===== config.mk =====
export PLATFORM = sky130hd
export DESIGN_NAME = reset_clock_irq_pins
export DESIGN_NICKNAME = d
export VERILOG_FILES = /design/src/rtl/reset_clock_irq_pkg.sv /design/src/rtl/phase_if.sv /design/src/rtl/bus_phase_divider.sv /design/src/rtl/reset_clock_irq_pins.sv
export VERILOG_INCLUDE_DIRS = /design/src /design/src/rtl
export SDC_FILE = /design/constraint.sdc
export NUM_CORES = 1
export LEC_CHECK = 0
export ABC_AREA = 1
export BUFFER_PORTS_ARGS = -buffer_cell sky130_fd_sc_hd__clkbuf_2
export CAP_MARGIN = 20
export CORE_MARGIN = 3
export CORE_UTILIZATION = 45
export CTS_CLUSTER_DIAMETER = 60
export DETAILED_ROUTE_END_ITERATION = 12
export PLACE_DENSITY = 0.72
export SLEW_MARGIN = 10
export SYNTH_ARGS = -nofsm -noshare
export SYNTH_HDL_FRONTEND = slang
export SYNTH_HIERARCHICAL = 1
export SYNTH_SLANG_ARGS = --single-unit

===== constraint.sdc =====
create_clock -name ref_clk -period 2.3 [get_ports ref_clk]
set_clock_uncertainty 0.05 [all_clocks]
set_input_delay 0.46 -clock ref_clk [delete_from_list [all_inputs] [get_ports ref_clk]]
set_output_delay 0.46 -clock ref_clk [all_outputs]
set_load 0.02 [all_outputs]

===== src/rtl/reset_clock_irq_consts.svh =====
// constants for the reset, bus-phase clock and interrupt request pin logic
//
// Function
// - low reset pin asserts system reset, which clears the sense selection and pending edge
// - open-drain reset drive on monitor or watchdog failure
// - pin high within two cycles means internal
// - bus-phase clock is oscillator divided by four
// - low phase processing, high phase bus access
// - stop mode halts the bus-phase clock and clock output, not the oscillator drive
// - clock output disable only in single-chip modes
// - request input synchronized before internal use
// - configuration bit selects falling edge or level
// - sense selection returns to level on reset
// - in level mode, a low line reinterrupts once mask clears
`ifndef RESET_CLOCK_IRQ_CONSTS_SVH
`define RESET_CLOCK_IRQ_CONSTS_SVH

// ==========================================
// clock division
`define OSC_DIV_RATIO     3'h4
`define PHASE_CNT_LAST    2'h3
`define PHASE_HIGH_FIRST  2'h2

// ==========================================
// reset timing, in bus-phase cycles
`define FAIL_HOLD_CYCLES  8'h04
`define DISCRIM_CYCLES    8'h02

// ==========================================
// reset values
`define SENSE_RESET_LEVEL 1'h0

`endif


===== src/rtl/reset_clock_irq_pkg.sv =====
// types shared by the reset, clock and interrupt request pin logic
package reset_clock_irq_pkg;

    typedef enum logic [3:0] {
        RST_IDLE    = 4'h1,
        RST_DRIVE   = 4'h2,
        RST_RELEASE = 4'h4,
        RST_WAIT_HI = 4'h8
    } rst_state_e;

endpackage


===== src/rtl/phase_if.sv =====
// bus-phase timing signals shared between the divider and the pin logic
`timescale 1ns/100ps
interface phase_if;
    logic e_tick;
    logic e_phase;
    logic run;
    modport source (output e_tick, output e_phase, input run);
    modport sink   (input e_tick, input e_phase, output run);
endinterface


===== src/rtl/bus_phase_divider.sv =====
// divide-by-four bus-phase clock generator
`timescale 1ns/100ps
`include "reset_clock_irq_consts.svh"
module bus_phase_divider (
    input  wire logic ref_clk,
    input  wire logic rst_n,
    phase_if.source   ph
);
    logic [1:0] phase_cnt;
    logic [1:0] next_phase_cnt;

    assign next_phase_cnt = (phase_cnt == `PHASE_CNT_LAST) ? 2'h0 : phase_cnt + 2'h1;

    // counter freezes while stopped, no phase advances
    always_ff @(posedge ref_clk or negedge rst_n) begin
        if (!rst_n) begin
            phase_cnt <= 2'h0;
        end else if (ph.run) begin
            phase_cnt <= next_phase_cnt;
        end
    end

    // first half low (processing), second half high (access)
    assign ph.e_phase = (phase_cnt >= `PHASE_HIGH_FIRST);
    assign ph.e_tick  = ph.run && (phase_cnt == `PHASE_CNT_LAST);

    property p_div_period;
        @(posedge ref_clk) disable iff (!rst_n)
        (ph.e_tick && ph.run) ##1 ph.run [*4] |-> ph.e_tick && !$past(ph.e_tick, 1);
    endproperty
    a_div_period: assert property (p_div_period) else $error("phase period not four");
endmodule


===== src/rtl/reset_clock_irq_pins.sv =====
// reset pin, bus-phase clock output and interrupt request input logic
`timescale 1ns/100ps
`include "reset_clock_irq_consts.svh"
module reset_clock_irq_pins (
    input  wire logic ref_clk,
    input  wire logic rst_n,
    input  wire logic osc_clock_in,
    input  wire logic reset_pin_in,
    input  wire logic clock_monitor_fail,
    input  wire logic watchdog_supervisor_fail,
    input  wire logic stop_mode,
    input  wire logic single_chip_mode,
    input  wire logic clk_out_disable,
    input  wire logic irq_pin_n,
    input  wire logic sense_edge_wr,
    input  wire logic sense_edge_val,
    input  wire logic irq_mask,
    input  wire logic irq_taken,
    output logic      osc_drive_out,
    output logic      reset_pin_out,
    output logic      reset_pin_oe,
    output logic      sys_reset_n,
    output logic      reset_internal,
    output logic      reset_class_valid,
    output logic      e_clk_out,
    output logic      phase_access,
    output logic      sense_edge,
    output logic      irq_request
);
    phase_if ph ();

    bus_phase_divider u_div (
        .ref_clk (ref_clk),
        .rst_n   (rst_n),
        .ph      (ph)
    );

    // ==========================================
    // clock gating and phase outputs
    logic e_gate;
    assign ph.run = !stop_mode;
    // disable honoured only in single-chip modes
    assign e_gate = ph.run && !(clk_out_disable && single_chip_mode);

    always_ff @(posedge ref_clk or negedge rst_n) begin
        if (!rst_n) begin
            e_clk_out     <= 1'b0;
            phase_access  <= 1'b0;
            osc_drive_out <= 1'b0;
        end else begin
            e_clk_out     <= e_gate && ph.e_phase;
            phase_access  <= ph.e_phase;
            osc_drive_out <= !osc_clock_in;
        end
    end

    // ==========================================
    // reset pin state machine
    reset_clock_irq_pkg::rst_state_e state;
    reset_clock_irq_pkg::rst_state_e next_state;
    logic [7:0] cyc;
    logic       fail;
    logic       pin_low;
    logic       cyc_done;
    logic       discrim_done;

    assign fail         = clock_monitor_fail || watchdog_supervisor_fail;
    assign pin_low      = !reset_pin_in;
    assign cyc_done     = ph.e_tick && (cyc == `FAIL_HOLD_CYCLES - 8'h01);
    assign discrim_done = ph.e_tick && (cyc == `DISCRIM_CYCLES - 8'h01);

    always_comb begin
        next_state = state;
        case (state)
            reset_clock_irq_pkg::RST_IDLE: begin
                if (fail) begin
                    next_state = reset_clock_irq_pkg::RST_DRIVE;
                end else if (pin_low) begin
                    next_state = reset_clock_irq_pkg::RST_WAIT_HI;
                end
            end
            reset_clock_irq_pkg::RST_DRIVE: begin
                if (cyc_done) begin
                    next_state = reset_clock_irq_pkg::RST_RELEASE;
                end
            end
            reset_clock_irq_pkg::RST_RELEASE: begin
                if (!pin_low) begin
                    next_state = reset_clock_irq_pkg::RST_IDLE;
                end else if (discrim_done) begin
                    next_state = reset_clock_irq_pkg::RST_WAIT_HI;
                end
            end
            reset_clock_irq_pkg::RST_WAIT_HI: begin
                if (!pin_low) begin
                    next_state = reset_clock_irq_pkg::RST_IDLE;
                end
            end
            default: next_state = reset_clock_irq_pkg::RST_IDLE;
        endcase
    end

    always_ff @(posedge ref_clk or negedge rst_n) begin
        if (!rst_n) begin
            state <= reset_clock_irq_pkg::RST_IDLE;
            cyc   <= 8'h00;
        end else begin
            state <= next_state;
            if (next_state != state) begin
                cyc <= 8'h00;
            end else if (ph.e_tick) begin
                cyc <= cyc + 8'h01;
            end
        end
    end

    // open-drain: only ever drives low
    always_ff @(posedge ref_clk or negedge rst_n) begin
        if (!rst_n) begin
            reset_pin_oe      <= 1'b0;
            reset_pin_out     <= 1'b0;
            sys_reset_n       <= 1'b0;
            reset_internal    <= 1'b0;
            reset_class_valid <= 1'b0;
        end else begin
            reset_pin_out <= 1'b0;
            reset_pin_oe  <= (next_state == reset_clock_irq_pkg::RST_DRIVE);
            sys_reset_n   <= (next_state == reset_clock_irq_pkg::RST_IDLE) && !pin_low;
            if (state == reset_clock_irq_pkg::RST_RELEASE && !pin_low) begin
                reset_internal    <= 1'b1;
                reset_class_valid <= 1'b1;
            end else if (state == reset_clock_irq_pkg::RST_WAIT_HI && !pin_low) begin
                reset_internal    <= 1'b0;
                reset_class_valid <= 1'b1;
            end else if (state == reset_clock_irq_pkg::RST_IDLE && (fail || pin_low)) begin
                reset_class_valid <= 1'b0;
            end
        end
    end

    // ==========================================
    // interrupt request input
    logic irq_s1;
    logic irq_s2;
    logic irq_s3;
    logic pend;
    logic fall;

    always_ff @(posedge ref_clk or negedge rst_n) begin
        if (!rst_n) begin
            irq_s1 <= 1'b1;
            irq_s2 <= 1'b1;
            irq_s3 <= 1'b1;
        end else begin
            irq_s1 <= irq_pin_n;
            irq_s2 <= irq_s1;
            irq_s3 <= irq_s2;
        end
    end

    assign fall = irq_s3 && !irq_s2;

    always_ff @(posedge ref_clk or negedge rst_n) begin
        if (!rst_n) begin
            sense_edge <= `SENSE_RESET_LEVEL;
            pend       <= 1'b0;
        end else if (!sys_reset_n) begin
            sense_edge <= `SENSE_RESET_LEVEL;
            pend       <= 1'b0;
        end else begin
            if (sense_edge_wr) begin
                sense_edge <= sense_edge_val;
            end
            // new edge wins over the take
            if (sense_edge && fall) begin
                pend <= 1'b1;
            end else if (irq_taken || !sense_edge) begin
                pend <= 1'b0;
            end
        end
    end

    // level mode re-asserts whenever mask clears with line low
    always_ff @(posedge ref_clk or negedge rst_n) begin
        if (!rst_n) begin
            irq_request <= 1'b0;
        end else begin
            irq_request <= !irq_mask && (sense_edge ? pend : !irq_s2);
        end
    end

    // ==========================================
    // checks
    property p_never_high;
        @(posedge ref_clk) disable iff (!rst_n)
        reset_pin_oe |-> reset_pin_out == 1'b0;
    endproperty
    a_never_high: assert property (p_never_high) else $error("reset pin driven high");

    property p_drive_cause;
        @(posedge ref_clk) disable iff (!rst_n)
        $rose(reset_pin_oe) |-> $past(fail, 1);
    endproperty
    a_drive_cause: assert property (p_drive_cause) else $error("pin driven without failure");

    property p_fail_drive;
        @(posedge ref_clk) disable iff (!rst_n)
        (state == reset_clock_irq_pkg::RST_IDLE && fail) |=> reset_pin_oe;
    endproperty
    a_fail_drive: assert property (p_fail_drive) else $error("failure did not drive pin");

    property p_ext_reset;
        @(posedge ref_clk) disable iff (!rst_n)
        (pin_low && state != reset_clock_irq_pkg::RST_DRIVE) |=> !sys_reset_n;
    endproperty
    a_ext_reset: assert property (p_ext_reset) else $error("low pin did not reset");

    property p_internal_class;
        @(posedge ref_clk) disable iff (!rst_n)
        (state == reset_clock_irq_pkg::RST_RELEASE && !pin_low) |=> reset_internal && reset_class_valid;
    endproperty
    a_internal_class: assert property (p_internal_class) else $error("internal reset misclassed");

    property p_stop_halts;
        @(posedge ref_clk) disable iff (!rst_n)
        stop_mode ##1 stop_mode |-> !e_clk_out && !ph.e_tick;
    endproperty
    a_stop_halts: assert property (p_stop_halts) else $error("clock ran in stop");

    property p_disable_sc;
        @(posedge ref_clk) disable iff (!rst_n)
        (!single_chip_mode && !stop_mode && ph.e_phase) |=> e_clk_out;
    endproperty
    a_disable_sc: assert property (p_disable_sc) else $error("clock gated outside single chip");

    property p_sync_delay;
        @(posedge ref_clk) disable iff (!rst_n)
        $fell(irq_s2) && !sense_edge && !irq_mask |=> irq_request;
    endproperty
    a_sync_delay: assert property (p_sync_delay) else $error("level request not raised");

    property p_edge_pend;
        @(posedge ref_clk) disable iff (!rst_n)
        (sense_edge && fall && sys_reset_n) |=> pend;
    endproperty
    a_edge_pend: assert property (p_edge_pend) else $error("edge not latched");

    property p_sense_reset;
        @(posedge ref_clk) disable iff (!rst_n)
        !sys_reset_n |=> sense_edge == `SENSE_RESET_LEVEL;
    endproperty
    a_sense_reset: assert property (p_sense_reset) else $error("sense not level after reset");
endmodule


==> results of run 1 <==
cell type report:
cell class	instances	area [µm²]
multi-input combinational	111	608
timing repair buffer	22	110
sequential	27	681
tap	31	38.8
inverter	21	78.8
fill	264	1310
clock buffer	4	26.3
synthesized netlist by cell type:
cell,count
buf_4,2
o22ai_1,1
nand2_4,1
dfrtp_1,23
a21oi_1,5
nand3_1,10
dfstp_2,4
inv_1,17
and3_1,1
a211oi_1,1
nand2_2,2
o21ai_0,8
inv_2,4
o21ai_2,1
conb_1,1
ha_1,4
nor3_2,8
nor2_2,5
xnor2_1,2
nor2_1,18
nand4_1,1
o31ai_1,1
nand2_1,36
xor2_1,4
or2_1,1
metal layers:
metal | GRT usage, % | up-vias
met2 | 25.5 | 29
met4 | 6.06 | 0
met1 | 15.4 | 489
met5 | 0 | -
met3 | 2.52 | 4
li1 | - | 552
metrics by stage:
step / instances / setup slack (ps) / util [%]
after CTS: 216 / 383 / 54.1
after global routing: 216 / 186 / 54.1
after global placement: 212 / 379 / 53.2
after detailed placement: 212 / 309 / 53.2
final: 216 / 378 / 54.1
after floorplan: 161 / 579 / -
worst min path at each step:
stage	start	to	slack, ps	cells after the start
after global placement	irq_s1$_DFF_PN1_	irq_s2$_DFF_PN1_	300	0
after global routing	rst_n	irq_request$_DFF_PN0_	130	1
after floorplan	rst_n	cyc[0]$_DFFE_PN0P_	110	0
after CTS	rst_n	reset_pin_oe$_DFF_PN0_	110	1
final	rst_n	irq_request$_DFF_PN0_	80	1
after detailed placement	irq_s1$_DFF_PN1_	irq_s2$_DFF_PN1_	300	0
logic make-up after synthesis:
kind of cell	count (synthesis)	share of synthesized area, %
AND/OR/NAND/NOR	83	29.4
flip-flops	27	49.2
buffers and inverters	23	6.79
AO/OA/AOI/OAI	17	6.88
XOR/XNOR	6	3.80
adder cells (fa/ha/maj)	4	3.62
other	1	0.271
sequential cells by signal, summed over array words and instances, names as in the netlist:
signal	count
irq_s1	1
sys_reset_n	1
phase_access	1
cyc	8
reset_pin_oe	1
sense_edge	1
pend	1
reset_class_valid	1
irq_s2	1
irq_request	1
e_clk_out	1
state	4
osc_drive_out	1
u_div/phase_cnt	2
reset_internal	1
irq_s3	1
power by group through the flow:
stage	logic, µW	registers (µW)	clock network [µW]
final	505	628	197
after floorplan	344	676	0
after global routing	571	641	226
after CTS	513	628	209
after detailed placement	512	637	0
after global placement	497	632	0
==> reports/metrics.yaml, run 1 <==
finalCritPeriodShare_pct: 83.5
wire_per_inst_um: 10.7
fin_area_um2: 1540
die_w_um: 61.4
crit_top_cell: "nand2_1"
vias_per_cell: 4.97
max_freq_ghz: 0.520
ant_nets: 0
route.met2.wl_mm: 1.16
reg2regPathDepth: 12
status: "complete, no violations"
r2r-start: "u_div/phase_cnt[0]$_DFFE_PN0P_"
critPathArrivalTime_ps: 2080
final_layout_size_suffix_gt1_share_pct: 27.0
swShare_pct: 40.2
final_nets: 204
cts-hold-fix-buffers: 0
diodes: 0
cts_tree: "yes"
crit_cells: 12
dr_wl_met3_um: 94
intPower_uw: 796
hold_slack_ps: 81.9
num_vias: 1074
dp_hpwl_mm: 1.77
synth_top_area_share_pct: 41.6
cp-start-kind: "register"
cts_sinks: 27
portBuffers: 22
synth_cell_type_count: 25
pwr-share-comb_pct: 38.0
reg2reg_setup_slack_ps: 380
crit_family: "simple AND/OR/NAND/NOR gates"
cts_setup_buffers: 0
syn-num-nets: 179
total_power_uw: 1330
syn_inst: 161
highest_layer: "met4"
clkTransAtPathRegs_ps: 130
syn_area_per_cell_um2: 8.59
layout_commonest_cell: "nand2_1"
slew-limit-headroom_pct: 57.7
timing.rr.end: "cyc[7]$_DFFE_PN0P_"
period_minus_slack_ps: 1920
dr.pass1.iters: 7
clkPwrFrac_pct: 14.8
cts.repair.resized: 0
yosysWarnings: 6
p_leak_uw: 0.000787
worst_pin_slew_ps: 635
p_per_area_nw_per_um2: 862
clk_latency_ps: 320
drt_iter0_markers: 53
rsz0062_at_grt: "false"
die_y_um: 61.4
gr-total-overflow: 0
hold_viol: 0
yosysSeqAreaShare_pct: 49.2
crit_path_top_delay_cell: "dfrtp_1"
switchingPower_uw: 535
cts_root_buf: "clkbuf_4"
synth_top_area_cell: "dfrtp_1"
cp_cell_sequence: "ha_1 -> nand2_1 -> inv_1 -> nand2_1 -> inv_1 -> nand2_1 -> nor2_1 -> nand2_1 -> a21oi_1 -> nor2_2 -> nand2_4 -> nor3_2"
max_cap_violations: 0
place.gp.congestion: 0.781
grt_pass1_vias: 1001
slew_violations: 0
place_area_um2: 1520
pwr-share-seq_pct: 47.2
crit_path_end_kind: "register"
cpPeakStageDelay_ps: 420
dieArea_um2: 3770
antenna_found_initial: 0
cts-htree-levels: 1
cts_buffers: 3
ys_ff_latch: 27
core-area_um2: 2850
routed_wl_mm: 2.32
io_pins: 24
netlist_top_cells_area: "dfrtp_1 42%, nand2_1 9.8%, dfstp_2 7.6%"
row_count: 19
route.detailed.drc: 0
cp_max_fo: 8
setup_tns_ps: 0
wl_met1_mm: 1.03
worstPathRequired_ps: 2460
grt_pass1_wl_mm: 3.91
synthesis.area_um2: 1380
final_cell_mix: "36 x nand2_1, 23 x dfrtp_1, 22 x clkbuf_2, 18 x nor2_1, 17 x inv_1"
cp-startpoint: "u_div/phase_cnt[0]$_DFFE_PN0P_"
grtUsageTotal_pct: 13.8
start_util_pct: 48.5
crit_end: "cyc[7]$_DFFE_PN0P_"
setup_viol: 0
grt_max_degree: 28
syn_to_final_growth_pct: 11.6
ir_worst_vdd_mv: 0.261
path_buf_inv: 2
hold_class: "in2async"
path_class: "reg2reg"
clk_path_buf_depth: 2
(Power assumes the default switching activity.)
==> inputs of run 2 (changes only) <==
ABC_AREA = 0   (was 1)
PLACE_DENSITY = 0.75   (was 0.72)
clock period = 1.7 ns   (was 2.3 ns; I/O delays follow)
==> run 2 against run 1 <==
  * The flow now finishes with violations (negative setup slack)
  * Critical path depth shrank 7
  * Cell count fell by 4.6%
  * Total power rose by 42%
  * Die area is 1.1% lower
  * Sequential power increased by 33%
  * Sequential share of layout area is 4.5 points lower
  * Hold slack got worse by 13 ps
  * Maximum frequency rose by 2.1%
  * Non-clock buffer count up 17
  * Critical endpoint is now cyc[1]$_DFFE_PN0P_
  * Largest cell class is now multi-input gates
==> reports/metrics.yaml, run 2 <==
violations: "negative setup slack"
final_util_pct: 60.7  # was 54.1%
wire_per_inst_um: 13.9  # was 10.7 µm
final_nets: 194  # was 204
final_layout_size_suffix_gt1_share_pct: 36.0  # was 27.0%
grt_max_degree: 28  # unchanged
ir_worst_vdd_mv: 0.627  # was 0.261 mV
postSynth.asyncResetShare_pct: 100  # unchanged
die_y_um: 61.1  # was 61.4 µm
final_cell_mix: "23 x dfrtp_1, 22 x clkbuf_2, 18 x nor2_1, 15 x buf_4, 11 x nand2_1"  # was 36 x nand2_1, 23 x dfrtp_1, 22 x clkbuf_2, 18 x nor2_1, 17 x inv_1
multi_input_area_um2: 692  # was 608 µm²
core-area_um2: 2830  # was 2850 µm²
hold_slack_ps: 69.0  # was 81.9 ps
cp-start-kind: "register"  # unchanged
antenna_found_initial: 0  # unchanged
critPathArrivalTime_ps: 2090  # was 2080 ps
ant_nets: 0  # unchanged
timing.rr.end: "cyc[1]$_DFFE_PN0P_"  # was cyc[7]$_DFFE_PN0P_
clk_path_buf_depth: 2  # unchanged
status: "finished with violations"  # was complete, no violations
crit_path_top_delay_cell: "or4b_4"  # was dfrtp_1
vias_per_cell: 5.39  # was 4.97
min_path_cells: 2
synth_cell_type_count: 44  # was 25
die_w_um: 61.1  # was 61.4 µm
place.gp.congestion: 0.866  # was 0.781
p_per_area_nw_per_um2: 1100  # was 862 nW/µm²
slew_violations: 0  # unchanged
cts_buffers: 3  # unchanged
fillers: 228  # was 264
reg2reg_setup_slack_ps: -180  # was 380 ps
syn_inst: 138  # was 161
seq_area_um2: 681  # unchanged
hold_viol: 0  # unchanged
synth_top_area_share_pct: 42.1  # was 41.6%
syn-num-nets: 156  # was 179
cts_root_buf: "clkbuf_4"  # unchanged
start_util_pct: 48.3  # was 48.5%
cts_sinks: 27  # unchanged
setup_viol: 10  # was 0
drt_iter0_markers: 34  # was 53
synth.top_cells.by_count: "23 x dfrtp_1, 18 x nor2_1, 12 x nand2_1"  # was 36 x nand2_1, 23 x dfrtp_1, 18 x nor2_1
yosysWarnings: 6  # unchanged
row_count: 19  # unchanged
max_freq_ghz: 0.531  # was 0.520 GHz
slew-limit-headroom_pct: 55.9  # was 57.7%
worst_pin_slew_ps: 662  # was 635 ps
layout_commonest_cell: "dfrtp_1"  # was nand2_1
regMostFlops: "cyc"  # unchanged
syn_area_per_cell_um2: 9.90  # was 8.59 µm²
grtUsageTotal_pct: 16.9  # was 13.8%
synth_top_area_cell: "dfrtp_1"  # unchanged
top_usage_layer: "met2"  # unchanged
cp_max_fo: 8  # unchanged
dieArea_um2: 3730  # was 3770 µm²
hold_class: "in2reg"  # was in2async
grt_pass1_wl_mm: 4.68  # was 3.91 mm
netlist_top_cells_area: "dfrtp_1 42%, dfstp_2 7.7%, nor2_1 4.9%"  # was dfrtp_1 42%, nand2_1 9.8%, dfstp_2 7.6%
max_cap_violations: 0  # unchanged
use_met1_pct: 19.7  # was 15.4%
hp-start: "osc_clock_in"
path_class: "reg2reg"  # unchanged
ys_ff_latch: 27  # unchanged
grtUsageMet2_pct: 30.2  # was 25.5%
clkTransAtPathRegs_ps: 150  # was 130 ps
largest_reg_flops: 8  # unchanged
syn_to_final_growth_pct: 25.7  # was 11.6%
cpPeakStageDelay_ps: 540  # was 420 ps
yosysMostFrequentCell: "dfrtp_1"  # was nand2_1
gr-usage-met3_pct: 4.19  # was 2.52%
grt_pass1_vias: 1078  # was 1001
period_minus_slack_ps: 1880  # was 1920 ps
crit_path_end_kind: "register"  # unchanged
gr-total-overflow: 0  # unchanged
hold_end: "osc_drive_out$_DFF_PN0_"
top_regs: "cyc (8), state (4), u_div/phase_cnt (2)"  # unchanged
synth_edf_count: 0  # unchanged
diodes: 0  # unchanged
yosysSeqAreaShare_pct: 49.8  # was 49.2%
routed_wl_mm: 2.87  # was 2.32 mm
dr.pass1.iters: 4  # was 7
finalCritPeriodShare_pct: 111  # was 83.5%
reg2regPathDepth: 5  # was 12
cts_tree: "yes"  # unchanged
dp_hpwl_mm: 2.10  # was 1.77 mm
setup_ws_ps: -182  # was 378 ps
num_vias: 1110  # was 1074
synthesis.area_um2: 1370  # was 1380 µm²
cp_cell_sequence: "or4b_4 -> or2_4 -> a32oi_2 -> nand3_4 -> a211oi_2"  # was ha_1 -> nand2_1 -> inv_1 -> nand2_1 -> inv_1 -> nand2_1 -> nor2_1 -> nand2_1 -> a21oi_1 -> nor2_2 -> nand2_4 -> nor3_2
cts-htree-levels: 1  # unchanged
route.detailed.drc: 0  # unchanged
ys.flop_type: "dfrtp_1"  # unchanged
rsz0062_at_grt: "true"  # was false
portBuffers: 22  # unchanged
p_leak_uw: 0.000798  # was 0.000787 µW
worstPathRequired_ps: 1910  # was 2460 ps
r2r-start: "state[2]$_DFF_PN0_"  # was u_div/phase_cnt[0]$_DFFE_PN0P_
io_pins: 24  # unchanged
clk_latency_ps: 330  # was 320 ps
-- run 2: cell families after synthesis --
group,Yosys count,synth area share [%]
other cells,1,0.274
buf+inv,15,5.13
simple gates,54,20.9
mux,2,1.47
compound gates,27,13.6
fa+ha+maj,4,3.66
xor+xnor,8,5.13
flops,27,49.8
-- run 2: worst max path at each step --
| stage | startpoint | to | slack [ps] | cells after the start |
|---|---|---|---|---|
| floorplan | state[1]$_DFF_PN0_ | cyc[1]$_DFFE_PN0P_ | -140 | 6 |
| global placement | state[2]$_DFF_PN0_ | cyc[1]$_DFFE_PN0P_ | -100 | 5 |
| detailed placement | cyc[5]$_DFFE_PN0P_ | cyc[5]$_DFFE_PN0P_ | -160 | 5 |
| CTS | state[2]$_DFF_PN0_ | cyc[1]$_DFFE_PN0P_ | -170 | 5 |
| global route | state[2]$_DFF_PN0_ | cyc[1]$_DFFE_PN0P_ | -250 | 5 |
| finish | state[2]$_DFF_PN0_ | cyc[1]$_DFFE_PN0P_ | -180 | 5 |
-- run 2: power breakdown --
| group | switching (µW) | internal [µW] |
|---|---|---|
| Combinational | 445 | 331 |
| Sequential | 71.9 | 762 |
| Clock | 192 | 90.2 |
-- run 2: through the flow --
stage          total power [µW]  TNS [ps]  cell area, µm²  setup slack, ps  instances
2_1_floorplan              1330      -648            1390             -136        138
3_3_place_gp               1490      -591            1590            -99.6        198
3_5_place_dp               1540     -1220            1590             -160        198
4_1_cts                    1850     -1030            1660             -167        203
5_1_grt                    2030     -1760            1720             -251        206
6_report                   1890     -1150            1720             -182        206
-- run 2: cell type report --
type                       instances  area share [%]
multi-input combinational         96            40.3
clock inverter                     1           0.437
inverter                           9            1.97
timing repair buffer              39            14.1
sequential                        27            39.6
tap                               31            2.26
clock buffer                       3            1.31
-- run 2: layer usage --
layer	share of wire [%]	vias to the layer above
li1	-	550
met1	42	527
met2	53	28
met3	4.4	5
met4	0.84	0
met5	0	-
-- run 2: repair_timing --
| item | 4_1_cts | 5_1_grt |
|---|---|---|
| pin swaps | 6 | 3 |
| buffers inserted | 0 | 2 |
| gates resized for setup | 8 | 7 |
| hold buffers | 1 | 1 |
| setup endpoints to repair | 12 | 12 |
| endpoints found under the hold margin | 23 | 1 |
-- run 2: critical path, delay by kind of cell (launching register included) --
kind	cells	cell delay (ps)
compound gates	2	380
simple gates	3	940
flops	1	420
==> inputs of run 3 (changes only) <==
ABC_AREA = 1   (was 0)
CAP_MARGIN = not set   (was 20)
==> run 3 against run 2 <==
  * The flow still finishes with violations (negative setup slack)
  * Hold slack better by 10 ps
  * First-iteration DRC count is 85% higher
  * Register-to-register slack better by 160 ps
  * Flip-flop and latch count stayed put
  * Non-clock buffer count is 5 lower
  * Global-route usage is 1.3 points lower
  * Highest routed layer unchanged
==> reports/metrics.yaml, run 3 (synthesis gave the netlist of run 1 again) <==
worstPathRequired_ps: 1890  # was 1910 ps
clk_path_buf_depth: 2  # unchanged
routed_wl_mm: 2.81  # was 2.87 mm
core-area_um2: 2850  # was 2830 µm²
crit_top_cell: "nand2_2"
cp_cell_sequence: "ha_2 -> nand2_2 -> inv_2 -> nand2_2 -> inv_2 -> nand2_2 -> nor2_4 -> nand2_2 -> a21oi_2 -> nor2_2 -> nand2_4 -> nor3_2"  # was or4b_4 -> or2_4 -> a32oi_2 -> nand3_4 -> a211oi_2
ir_worst_vdd_mv: 0.464  # was 0.627 mV
final_cell_mix: "29 x nand2_1, 23 x dfrtp_1, 22 x clkbuf_2, 15 x nor2_1, 15 x inv_1"  # was 23 x dfrtp_1, 22 x clkbuf_2, 18 x nor2_1, 15 x buf_4, 11 x nand2_1
slew_violations: 0  # unchanged
hold_slack_ps: 79.3  # was 69.0 ps
worst_pin_slew_ps: 661  # was 662 ps
setup_viol: 8  # was 10
hp-start: "osc_clock_in"  # unchanged
antenna_found_initial: 0  # unchanged
dp_hpwl_mm: 1.95  # was 2.10 mm
final_layout_size_suffix_gt1_share_pct: 39.6  # was 36.0%
regMostFlops: "cyc"  # unchanged
hold_viol: 0  # unchanged
portBuffers: 22  # unchanged
grt_pass1_wl_mm: 4.38  # was 4.68 mm
row_count: 19  # unchanged
largest_reg_flops: 8  # unchanged
p_leak_uw: 0.000851  # was 0.000798 µW
cp-start-kind: "register"  # unchanged
die_y_um: 61.4  # was 61.1 µm
layout_commonest_cell: "nand2_1"  # was dfrtp_1
final_nets: 216  # was 194
place.gp.congestion: 0.833  # was 0.866
dieArea_um2: 3770  # was 3730 µm²
start_util_pct: 48.5  # was 48.3%
cpPeakStageDelay_ps: 400  # was 540 ps
syn_to_final_growth_pct: 23.9  # was 25.7%
vias_per_cell: 5.18  # was 5.39
wire_per_inst_um: 12.3  # was 13.9 µm
timing.rr.end: "cyc[4]$_DFFE_PN0P_"  # was cyc[1]$_DFFE_PN0P_
cp-startpoint: "u_div/phase_cnt[0]$_DFFE_PN0P_"  # was state[2]$_DFF_PN0_
switchingPower_uw: 811  # was 709 µW
reg2reg_setup_slack_ps: -20  # was -180 ps
reg2regPathDepth: 12  # was 5
finalCritPeriodShare_pct: 101  # was 111%
grt_pass1_vias: 1093  # was 1078
cts_buffers: 3  # unchanged
pre_cts_slack_ps: -46.4  # was -160 ps
hold_end: "osc_drive_out$_DFF_PN0_"  # unchanged
setup_ws_ps: -21.0  # was -182 ps
clkPwrFrac_pct: 15.4  # was 14.9%
num_vias: 1181  # was 1110
max_freq_ghz: 0.581  # was 0.531 GHz
drt_iter0_markers: 63  # was 34
status: "finished with violations"  # unchanged
cts_tree: "yes"  # unchanged
clkTransAtPathRegs_ps: 150  # about the same
crit_path_top_delay_cell: "dfrtp_1"  # was or4b_4
pwr-share-seq_pct: 43.2  # was 44.0%
p_per_area_nw_per_um2: 1140  # was 1100 nW/µm²
io_pins: 24  # unchanged
max_cap_violations: 0  # unchanged
r2r-start: "u_div/phase_cnt[0]$_DFFE_PN0P_"  # was state[2]$_DFF_PN0_
diodes: 0  # unchanged
cts_sinks: 27  # unchanged
cts_root_buf: "clkbuf_4"  # unchanged
rsz0062_at_grt: "true"  # unchanged
intPower_uw: 1150  # was 1180 µW
die_w_um: 61.4  # was 61.1 µm
swShare_pct: 41.4  # was 37.5%
clk_latency_ps: 330  # about the same
pwr-share-comb_pct: 41.5  # was 41.0%
dr.pass1.iters: 4  # unchanged
path_class: "reg2reg"  # unchanged
ant_nets: 0  # unchanged
cts-htree-levels: 1  # unchanged
grt_max_degree: 28  # unchanged
critPathArrivalTime_ps: 1910  # was 2090 ps
min_path_cells: 2  # unchanged
cp_max_fo: 8  # unchanged
top_regs: "cyc (8), state (4), u_div/phase_cnt (2)"  # unchanged
route.detailed.drc: 0  # unchanged
hold_class: "in2reg"  # unchanged
gr-total-overflow: 0  # unchanged
grtUsageTotal_pct: 15.6  # was 16.9%
crit_path_end_kind: "register"  # unchanged
period_minus_slack_ps: 1720  # was 1880 ps
slew-limit-headroom_pct: 55.9  # about the same
violations: "negative setup slack"  # unchanged
==> run 3: cell types whose count changed in the layout (fill, tap and decap cells not counted), sizes merged, moves of 3 or more <==
cell,change
buf,-5
a21boi,-3
nand2,+27
nor2b,-3
o22ai,-3
nor3,+7
a21oi,+3
nor2,+5
nand3,+8
inv,+13
==> run 3: through the flow <==
stage	instance area, µm²	utilization, %	TNS (ps)	power (µW)	instances
2_1_floorplan	1380	-	0	1380	161
3_3_place_gp	1570	55.0	0	1570	219
3_5_place_dp	1570	55.0	-323	1610	219
4_1_cts	1630	57.0	0	1930	225
5_1_grt	1710	60.0	-926	2090	228
6_report	1710	60.0	-125	1960	228
==> run 3: cell type report <==
cell class	instances	area, µm²
Sequential cell	27	681
Clock inverter	1	8.76
Timing Repair Buffer	34	205
Tap cell	31	38.8
Multi-Input combinational cell	111	678
Fill cell	245	1140
Clock buffer	3	22.5
Inverter	21	78.8
==> run 3: what timing repair did <==
item	4_1_cts	5_1_grt
resized for setup	2	20
setup buffers	1	2
pin swaps	1	10
setup endpoints to repair	8	8
hold buffers	1	1
hold endpoints to repair	23	1
==> run 3: worst max-delay path by stage <==
stage	endpoint	slack, ps
2_1_floorplan	cyc[1]$_DFFE_PN0P_	20
3_3_place_gp	cyc[1]$_DFFE_PN0P_	70
3_5_place_dp	cyc[4]$_DFFE_PN0P_	-50
4_1_cts	cyc[4]$_DFFE_PN0P_	4
5_1_grt	cyc[6]$_DFFE_PN0P_	-120
6_report	cyc[4]$_DFFE_PN0P_	-20
==> run 3: worst max-delay path, delay by kind of cell (launching register included) <==
kind                       cells  cell delay (ps)
AOI/OAI and AO/OA              1              170
adders and majority gates      1              190
buffers and inverters          2              130
DFF                            1              400
and+or+nand+nor                8              670
==> run 3: layer usage <==
layer	GRT usage, %	routed length (µm)	vias to the layer above
li1	-	-	581
met1	18.1	1140	559
met2	28.7	1510	36
met3	2.52	127	5
met4	5.45	34	0
met5	0	0	-
==> run 3: power by group through the flow <==
stage / clock network (µW) / registers (µW) / logic [µW]
CTS: 311 / 841 / 776
global route: 334 / 860 / 900
global placement: 0 / 847 / 723
finish: 301 / 845 / 812
detailed placement: 0 / 856 / 750
floorplan: 0 / 914 / 466
